`config.mk`:
```
export PLATFORM = sky130hd
export DESIGN_NAME = wcb_top
export DESIGN_NICKNAME = d
export VERILOG_FILES = /design/src/wcb_top.v /design/src/wcb_cmd_gen.v
export VERILOG_INCLUDE_DIRS = /design/src /design/src/src
export SDC_FILE = /design/constraint.sdc
export NUM_CORES = 2
export LEC_CHECK = 0
export BUFFER_PORTS_ARGS = -buffer_cell sky130_fd_sc_hd__buf_2
export CELL_PAD_IN_SITES_DETAIL_PLACEMENT = 0
export CELL_PAD_IN_SITES_GLOBAL_PLACEMENT = 1
export CORE_MARGIN = 4
export CORE_UTILIZATION = 29
export CTS_CLUSTER_DIAMETER = 30
export CTS_CLUSTER_SIZE = 25
export DETAILED_ROUTE_END_ITERATION = 10
export PLACE_DENSITY_LB_ADDON = 0.25
export SLEW_MARGIN = 40
export SYNTH_ARGS = -nofsm -noshare
export SYNTH_HDL_FRONTEND = slang
export SYNTH_HIERARCHICAL = 1
export SYNTH_SLANG_ARGS = --single-unit
```
`constraint.sdc`:
```
create_clock -name clk -period 5.8 [get_ports clk]
set_input_delay 1.16 -clock clk [delete_from_list [all_inputs] [get_ports clk]]
set_output_delay 1.16 -clock clk [all_outputs]
set_load 0.05 [all_outputs]
```
`src/wcb_defines.vh`:
```
// Constants for the write combining buffer: memory types, bus commands, timing.
`ifndef WCB_DEFINES_VH
`define WCB_DEFINES_VH

`define WCB_TYPE_UC      3'h0
`define WCB_TYPE_WC      3'h1
`define WCB_TYPE_WT      3'h4
`define WCB_TYPE_WP      3'h5
`define WCB_TYPE_WB      3'h6

`define WCB_CMD_QUAD     2'h0
`define WCB_CMD_LONG     2'h1
`define WCB_CMD_BYTE     2'h2

`define WCB_LINE_BYTES   64
`define WCB_QW_BYTES     4'h8
`define WCB_WT_TMO_CLKS  16
`define WCB_WT_TMO_LAST  5'h0F

`define WCB_ST_IDLE      2'h0
`define WCB_ST_OPEN      2'h1
`define WCB_ST_DRAIN     2'h2

`define WCB_GEN_QUAD     2'h0
`define WCB_GEN_LONG     2'h1
`define WCB_GEN_STEP     2'h2

`endif

```
`src/wcb_top.v`:
```
// Write combining buffer: merges stores into one 64-byte line and drains it.
`timescale 1ns/1ns
`include "wcb_defines.vh"

module wcb_top (
    // Clock and reset
    input  wire         clk,
    input  wire         rst_n,
    // Store path
    input  wire         st_valid,
    input  wire [2:0]   st_type,
    input  wire [31:0]  st_addr,
    input  wire [3:0]   st_len,
    input  wire [63:0]  st_data,
    output wire         st_ready,
    // Closing events
    input  wire         ev_io,
    input  wire         ev_serialize,
    input  wire         ev_flush,
    input  wire         ev_lock_start,
    input  wire         ev_tlb_ad,
    // Read observation
    input  wire         rd_valid,
    input  wire [2:0]   rd_type,
    input  wire [31:0]  rd_addr,
    // Bus command
    output wire         cmd_valid,
    output wire [1:0]   cmd_kind,
    output wire [31:0]  cmd_addr,
    output wire [7:0]   cmd_mask,
    output wire [511:0] cmd_data,
    input  wire         cmd_ready,
    // Status
    output wire         wc_open,
    output wire         wc_wt_mode
);

    reg [1:0]   state_ff;
    reg         mode_wt_ff;
    reg [25:0]  line_ff;
    reg [31:0]  seq_ff;
    reg [63:0]  mask_ff;
    reg [511:0] data_ff;
    reg [4:0]   tmo_ff;
    reg         hold_v_ff;
    reg [2:0]   hold_type_ff;
    reg [31:0]  hold_addr_ff;
    reg [3:0]   hold_len_ff;
    reg [63:0]  hold_data_ff;
    reg         st_ready_ff;
    reg         open_ff;
    reg         start_ff;

    reg [1:0]   nxt_state;
    reg         nxt_mode_wt;
    reg [25:0]  nxt_line;
    reg [31:0]  nxt_seq;
    reg [63:0]  nxt_mask;
    reg [511:0] nxt_data;
    reg [4:0]   nxt_tmo;
    reg         nxt_hold_v;
    reg [2:0]   nxt_hold_type;
    reg [31:0]  nxt_hold_addr;
    reg [3:0]   nxt_hold_len;
    reg [63:0]  nxt_hold_data;

    reg         close_ev;
    reg         can_merge;
    reg         do_merge;
    reg         mergeable_type;
    reg         split;
    reg [2:0]   off;
    reg [3:0]   span;
    reg [3:0]   part_len;
    reg [7:0]   be;
    reg [63:0]  lane_data;
    integer     i;

    wire        gen_done;

    function [7:0] byte_enables;
        input [2:0] o;
        input [3:0] n;
        begin
            byte_enables = ((8'h01 << n) - 8'h01) << o;
        end
    endfunction

    always @* begin
        nxt_state     = state_ff;
        nxt_mode_wt   = mode_wt_ff;
        nxt_line      = line_ff;
        nxt_seq       = seq_ff;
        nxt_mask      = mask_ff;
        nxt_data      = data_ff;
        nxt_tmo       = tmo_ff;
        nxt_hold_v    = hold_v_ff;
        nxt_hold_type = hold_type_ff;
        nxt_hold_addr = hold_addr_ff;
        nxt_hold_len  = hold_len_ff;
        nxt_hold_data = hold_data_ff;
        do_merge      = 1'b0;

        // Only the part up to the quadword boundary is merged per cycle.
        off       = hold_addr_ff[2:0];
        span      = {1'b0, off} + hold_len_ff;
        split     = (span > `WCB_QW_BYTES);
        part_len  = split ? (`WCB_QW_BYTES - {1'b0, off}) : hold_len_ff;
        be        = byte_enables(off, part_len);
        lane_data = hold_data_ff << {off, 3'h0};

        mergeable_type = (hold_type_ff == `WCB_TYPE_WC) ||
                         (hold_type_ff == `WCB_TYPE_WT);

        close_ev = ev_io || ev_serialize || ev_flush || ev_lock_start ||
                   ev_tlb_ad ||
                   (rd_valid && (rd_type == `WCB_TYPE_UC)) ||
                   (rd_valid && (rd_type == `WCB_TYPE_WC) && (rd_addr[31:6] == line_ff));

        can_merge = (hold_addr_ff[31:6] == line_ff) &&
                    (mode_wt_ff ? ((hold_type_ff == `WCB_TYPE_WT) &&
                                   (hold_addr_ff == seq_ff))
                                : (hold_type_ff == `WCB_TYPE_WC));

        case (state_ff)
            `WCB_ST_IDLE: begin
                if (hold_v_ff) begin
                    if (mergeable_type) begin
                        do_merge    = 1'b1;
                        nxt_state   = `WCB_ST_OPEN;
                        nxt_line    = hold_addr_ff[31:6];
                        nxt_mode_wt = (hold_type_ff == `WCB_TYPE_WT);
                    end else begin
                        nxt_hold_v = 1'b0;
                    end
                end
            end
            `WCB_ST_OPEN: begin
                if (close_ev) begin
                    nxt_state = `WCB_ST_DRAIN;
                end else if (hold_v_ff) begin
                    if (hold_type_ff == `WCB_TYPE_WB) begin
                        // Writeback stores bypass the buffer and leave it open.
                        nxt_hold_v = 1'b0;
                    end else if (can_merge) begin
                        do_merge = 1'b1;
                    end else begin
                        // The store waits in the hold slot until the drain ends.
                        nxt_state = `WCB_ST_DRAIN;
                    end
                end else if (mode_wt_ff) begin
                    if (tmo_ff == `WCB_WT_TMO_LAST) begin
                        nxt_state = `WCB_ST_DRAIN;
                    end else begin
                        nxt_tmo = tmo_ff + 5'h01;
                    end
                end
            end
            `WCB_ST_DRAIN: begin
                if (gen_done) begin
                    nxt_mask  = 64'h0000000000000000;
                    nxt_state = `WCB_ST_IDLE;
                end
            end
            default: begin
                nxt_state = `WCB_ST_IDLE;
            end
        endcase

        if (do_merge) begin
            for (i = 0; i < 8; i = i + 1) begin
                if (be[i]) begin
                    nxt_mask[{hold_addr_ff[5:3], 3'h0} + i] = 1'b1;
                    nxt_data[{hold_addr_ff[5:3], 6'h00} + i * 8 +: 8] = lane_data[i * 8 +: 8];
                end
            end
            nxt_tmo = 5'h00;
            nxt_seq = hold_addr_ff + {28'h0000000, part_len};
            if (split) begin
                nxt_hold_addr = {hold_addr_ff[31:3] + 29'h00000001, 3'h0};
                nxt_hold_len  = hold_len_ff - part_len;
                nxt_hold_data = hold_data_ff >> {part_len, 3'h0};
            end else begin
                nxt_hold_v = 1'b0;
            end
            if (&nxt_mask) begin
                nxt_state = `WCB_ST_DRAIN;
            end
            if (nxt_mode_wt && (span >= `WCB_QW_BYTES)) begin
                nxt_state = `WCB_ST_DRAIN;
            end
        end

        // A new store enters only an empty hold slot.
        if (st_valid && st_ready_ff) begin
            nxt_hold_v    = 1'b1;
            nxt_hold_type = st_type;
            nxt_hold_addr = st_addr;
            nxt_hold_len  = st_len;
            nxt_hold_data = st_data;
        end
    end

    always @(posedge clk) begin
        if (!rst_n) begin
            state_ff     <= `WCB_ST_IDLE;
            mode_wt_ff   <= 1'b0;
            line_ff      <= 26'h0000000;
            seq_ff       <= 32'h00000000;
            mask_ff      <= 64'h0000000000000000;
            data_ff      <= {512{1'b0}};
            tmo_ff       <= 5'h00;
            hold_v_ff    <= 1'b0;
            hold_type_ff <= `WCB_TYPE_UC;
            hold_addr_ff <= 32'h00000000;
            hold_len_ff  <= 4'h0;
            hold_data_ff <= 64'h0000000000000000;
            st_ready_ff  <= 1'b0;
            open_ff      <= 1'b0;
            start_ff     <= 1'b0;
        end else begin
            state_ff     <= nxt_state;
            mode_wt_ff   <= nxt_mode_wt;
            line_ff      <= nxt_line;
            seq_ff       <= nxt_seq;
            mask_ff      <= nxt_mask;
            data_ff      <= nxt_data;
            tmo_ff       <= nxt_tmo;
            hold_v_ff    <= nxt_hold_v;
            hold_type_ff <= nxt_hold_type;
            hold_addr_ff <= nxt_hold_addr;
            hold_len_ff  <= nxt_hold_len;
            hold_data_ff <= nxt_hold_data;
            st_ready_ff  <= !nxt_hold_v;
            open_ff      <= (nxt_state == `WCB_ST_OPEN);
            start_ff     <= (nxt_state == `WCB_ST_DRAIN) && (state_ff != `WCB_ST_DRAIN);
        end
    end

    // The line stays frozen during the drain, so the generator reads it directly.
    wcb_cmd_gen u_cmd_gen (
        .clk          (clk),
        .rst_n        (rst_n),
        .start        (start_ff),
        .line_addr    (line_ff),
        .byte_valid   (mask_ff),
        .line_data    (data_ff),
        .done_ff      (gen_done),
        .cmd_valid_ff (cmd_valid),
        .cmd_kind_ff  (cmd_kind),
        .cmd_addr_ff  (cmd_addr),
        .cmd_mask_ff  (cmd_mask),
        .cmd_data_ff  (cmd_data),
        .cmd_ready    (cmd_ready)
    );

    assign st_ready   = st_ready_ff;
    assign wc_open    = open_ff;
    assign wc_wt_mode = mode_wt_ff;

endmodule // wcb_top

```
`src/wcb_cmd_gen.v`:
```
// Turns a closed line buffer into a sequence of system bus write commands.
`timescale 1ns/1ns
`include "wcb_defines.vh"

module wcb_cmd_gen (
    // Clock and reset
    input  wire         clk,
    input  wire         rst_n,
    // Closed buffer
    input  wire         start,
    input  wire [25:0]  line_addr,
    input  wire [63:0]  byte_valid,
    input  wire [511:0] line_data,
    output reg          done_ff,
    // Bus command
    output reg          cmd_valid_ff,
    output reg  [1:0]   cmd_kind_ff,
    output reg  [31:0]  cmd_addr_ff,
    output reg  [7:0]   cmd_mask_ff,
    output reg  [511:0] cmd_data_ff,
    input  wire         cmd_ready
);

    localparam G_IDLE = 2'h0;
    localparam G_PICK = 2'h1;
    localparam G_SEND = 2'h2;

    reg [1:0] gst_ff;
    reg [1:0] mode_ff;
    reg [2:0] idx_ff;
    reg       last_ff;

    reg       all_q;
    reg       all_l;
    reg [7:0] qv;
    reg [7:0] qm;
    reg [7:0] lm;
    reg       is_last;
    integer   k;

    function [7:0] qw_bytes;
        input [63:0] m;
        input [2:0]  q;
        begin
            qw_bytes = m[{q, 3'h0} +: 8];
        end
    endfunction

    function [7:0] half_longs;
        input [63:0] m;
        input        h;
        integer      j;
        begin
            for (j = 0; j < 8; j = j + 1) begin
                half_longs[j] = &m[{h, 5'h00} + j * 4 +: 4];
            end
        end
    endfunction

    always @* begin
        all_q = 1'b1;
        all_l = 1'b1;
        for (k = 0; k < 8; k = k + 1) begin
            qv[k] = &qw_bytes(byte_valid, k[2:0]);
            if (qw_bytes(byte_valid, k[2:0]) != 8'h00 && !qv[k]) begin
                all_q = 1'b0;
            end
        end
        for (k = 0; k < 16; k = k + 1) begin
            if (byte_valid[k * 4 +: 4] != 4'h0 && byte_valid[k * 4 +: 4] != 4'hF) begin
                all_l = 1'b0;
            end
        end
        qm      = qw_bytes(byte_valid, idx_ff);
        lm      = half_longs(byte_valid, idx_ff[0]);
        is_last = (mode_ff == `WCB_GEN_LONG) ? idx_ff[0] : (idx_ff == 3'h7);
    end

    always @(posedge clk) begin
        if (!rst_n) begin
            gst_ff       <= G_IDLE;
            mode_ff      <= `WCB_GEN_QUAD;
            idx_ff       <= 3'h0;
            last_ff      <= 1'b0;
            done_ff      <= 1'b0;
            cmd_valid_ff <= 1'b0;
            cmd_kind_ff  <= `WCB_CMD_QUAD;
            cmd_addr_ff  <= 32'h00000000;
            cmd_mask_ff  <= 8'h00;
            cmd_data_ff  <= {512{1'b0}};
        end else begin
            done_ff <= 1'b0;
            case (gst_ff)
                G_IDLE: begin
                    if (start) begin
                        idx_ff  <= 3'h0;
                        gst_ff  <= G_PICK;
                        mode_ff <= all_q ? `WCB_GEN_QUAD :
                                   (all_l ? `WCB_GEN_LONG : `WCB_GEN_STEP);
                    end
                end
                G_PICK: begin
                    cmd_data_ff <= line_data;
                    last_ff     <= is_last;
                    if (mode_ff == `WCB_GEN_QUAD) begin
                        cmd_kind_ff  <= `WCB_CMD_QUAD;
                        cmd_addr_ff  <= {line_addr, 6'h00};
                        cmd_mask_ff  <= qv;
                        cmd_valid_ff <= 1'b1;
                        last_ff      <= 1'b1;
                        gst_ff       <= G_SEND;
                    end else if (mode_ff == `WCB_GEN_LONG && lm != 8'h00) begin
                        cmd_kind_ff  <= `WCB_CMD_LONG;
                        cmd_addr_ff  <= {line_addr, idx_ff[0], 5'h00};
                        cmd_mask_ff  <= lm;
                        cmd_valid_ff <= 1'b1;
                        gst_ff       <= G_SEND;
                    end else if (mode_ff == `WCB_GEN_STEP && qm != 8'h00) begin
                        cmd_valid_ff <= 1'b1;
                        gst_ff       <= G_SEND;
                        if (qm == 8'hFF) begin
                            cmd_kind_ff <= `WCB_CMD_QUAD;
                            cmd_addr_ff <= {line_addr, 6'h00};
                            cmd_mask_ff <= 8'h01 << idx_ff;
                        end else if (qm == 8'h0F || qm == 8'hF0) begin
                            cmd_kind_ff <= `WCB_CMD_LONG;
                            cmd_addr_ff <= {line_addr, idx_ff[2], 5'h00};
                            cmd_mask_ff <= 8'h01 << {idx_ff[1:0], qm[7]};
                        end else begin
                            cmd_kind_ff <= `WCB_CMD_BYTE;
                            cmd_addr_ff <= {line_addr, idx_ff, 3'h0};
                            cmd_mask_ff <= qm;
                        end
                    end else if (is_last) begin
                        done_ff <= 1'b1;
                        gst_ff  <= G_IDLE;
                    end else begin
                        idx_ff <= idx_ff + 3'h1;
                    end
                end
                G_SEND: begin
                    if (cmd_ready) begin
                        cmd_valid_ff <= 1'b0;
                        if (last_ff) begin
                            done_ff <= 1'b1;
                            gst_ff  <= G_IDLE;
                        end else begin
                            idx_ff <= idx_ff + 3'h1;
                            gst_ff <= G_PICK;
                        end
                    end
                end
                default: begin
                    gst_ff <= G_IDLE;
                end
            endcase
        end
    end

endmodule // wcb_cmd_gen

```
==> out/results.ini <==
[timing]
drv_slew=0
finalCritPeriodShare_pct=95.0
clock_skew_ns=0.114
tns_ns=0
max_freq_mhz=181
timing.final.ws_setup_ns=0.290
hold_viol_final=0
relSlewSlack_pct=39.1
setup_violations=0
rsz0062_at_grt=false
period_needed_ns=5.51
worst_pin_slew_ns=0.913

[power_and_ir_drop]
p_leak_nw=28.8
ir_drop_v=0.000324
p_sw_mw=7.80
power_frac_clock_pct=62.5
power_density_mw_per_mm2=428
combPwrFrac_pct=8.9
power_frac_seq_pct=28.6
p_sw_share_pct=24.2
intPower_mw=24.5

[route]
viasPerCell=5.05
vias=50000
wl_per_cell_microns=24.4
drc=0
dr.pass1.iters=8
ant_nets=0
drt-total-wl_mm=242
drt_iter0_drc=3846

[synthesis]
synth-edff-count=0
syn_avg_cell_area_sq_um=8.91
synthCells=6338
yosysTopAreaCell=dfxtp_1
yosysTopAreaCellShare_pct=46.5
synth_ff_type=dfxtp_1
yosysSeqAreaShare_pct=46.5
yosys-top-cells-count=dfxtp_1 (1310), nor2_1 (1303), mux2i_1 (843)
synth-seq-cells=1310
ys_top_cells_by_area=dfxtp_1 (46%), mux2i_1 (15%), nor2_1 (8.7%), a21oi_1 (3.9%), nand2_1 (3.2%)
yosysWarnings=6
synth_cell_type_count=97
syn-cell-area_sq_mm=0.0564
synthArstFlopShare_pct=0
yosysMostFrequentCell=dfxtp_1

[final_layout]
fillers=19500
fin_cells=9903
final-seq-area_sq_mm=0.0262
final_nets=7277
final_layout_size_suffix_gt1_share_pct=23.0
area_delta_synth_final_pct=33.6
multi_input_area_sq_mm=0.0285

[cts]
clock_sinks=1310
cts.htree.levels=5
cts_tree=yes
root_buffer=clkbuf_16
clock_latency_ns=0.95
cts.clk_slew.worst_paths_ns=0.04
cts_buffers=362
hold_buffers=0
clockBufferDepth=4
postCtsResizedCells=0
post_cts_buffers=0

[global_routing]
grt_first_pass_wirelength_mm=349
grt_max_degree=156
grt_pass1_vias=49000
grt.total_usage_pct=23.0
overflow=0
antenna_found_initial=15

[placement]
place_congestion=0.886
pre_cts_slack_ns=0.116
post-place-cells=9256
dp_hpwl_mm=169
port_buffers=696

[critical_path]
worstPathRequired_ns=6.57
critPathLaunchType=flop
worst-path-max-fanout=10
arrival_ns=6.28
endpoint_kind=flop
crit_type=flop to flop

[floorplanning]
ios=706
core-area_sq_mm=0.193
start_util_pct=29.2
rows=161
die-height_microns=449
die_area_sq_mm=0.202
die_w_microns=449

[min_path]
hold_path.class=flop to flop

[run]
cap_viol_max_count=0

[outcome]
outcome=finished clean

[path summary, 6_finish.rpt]
kind	from	to	slack (ns)	depth (start not counted)
worst max-delay path	hold_len_ff[0]$_SDFFE_PN0P_	wc_open$_SDFF_PN0_	0.29	17
worst min-delay path	data_ff[506]$_SDFFE_PN0P_	data_ff[506]$_SDFFE_PN0P_	0.45	2
worst max register to register	hold_len_ff[0]$_SDFFE_PN0P_	wc_open$_SDFF_PN0_	0.29	17
worst min register to register	data_ff[506]$_SDFFE_PN0P_	data_ff[506]$_SDFFE_PN0P_	0.45	2
[registers in the layout, indices dropped and copies added, names as in the netlist, 26 cells and up]
register	flops
hold_data_ff	64
u_cmd_gen/cmd_data_ff	512
hold_addr_ff	32
u_cmd_gen/cmd_addr_ff	29
mask_ff	64
seq_ff	32
data_ff	512
line_ff	26
[cells in the final DEF, fill, tap and decap left out, types with 124 or more instances in the layout]
cell / n
buf_4: 137
mux2i_1: 843
dfxtp_1: 1307
nand2_1: 479
a21oi_1: 422
nand3_1: 124
nor2_1: 1298
buf_2: 696
clkbuf_16: 366
nor3_1: 154
[power groups by stage]
stage	Clock [mW]	Combinational (mW)	Sequential (mW)
after floorplan	0	1.84	9.34
after global placement	0	2.81	9.38
after detailed placement	0	2.85	9.39
after CTS	20.4	2.86	9.23
after global routing	21.0	3.00	9.23
final	20.2	2.86	9.23
[layout make-up]
cell class | count | share of cell area, %
inverter | 44 | 0.246
multi-input combinational | 4523 | 37.8
clock buffer | 490 | 13.8
timing repair buffer | 853 | 6.49
sequential | 1310 | 34.8
antenna | 12 | 0.0398
tap | 2526 | 4.19
clock inverter | 145 | 2.68
[through the flow]
step | instance area [sq um] | utilization [%] | total power [mW] | hold WS [ns]
floorplan | 56500 | - | 11.2 | 0.432
global placement | 62700 | 32.5 | 12.2 | 0.438
detailed placement | 62900 | 32.6 | 12.2 | 0.445
CTS | 75400 | 39.1 | 32.5 | 0.443
global route | 75400 | 39.1 | 33.2 | 0.465
finish | 75400 | 39.1 | 32.3 | 0.450
[kinds of logic after synthesis]
group	after synthesis	synth area share [%]
AND/OR/NAND/NOR	2477	19.3
other	1	0.00664
buffers and inverters	507	3.76
AO/OA/AOI/OAI	965	10.9
XOR/XNOR	147	2.28
multiplexers	896	16.4
flip-flops	1310	46.5
adder cells (fa/ha/maj)	35	0.816
[worst max-delay path, cell delays in order, from the launching register on]
cell and delay, ns:
dfxtp_1 0.34, ha_1 0.21, inv_1 0.07, fa_1 0.50, nand2b_1 0.11, o221a_2 0.35, and3_1 0.21, o211ai_2 0.40
ha_2 0.42, inv_1 0.11, a2111oi_0 0.49, a221o_1 0.34, nor2_1 0.11, nor3_4 0.45, o221ai_1 0.18, nor4_1 0.41
a41oi_1 0.39, and3_1 0.32
[routing by layer]
metal  GRT usage, %  part of all wire [%]
met5              0                 0.019
met1           28.6                    42
met2           36.6                    45
met3           6.02                   6.9
met4           12.2                   5.5
Power figures use the tool's default switching activity.
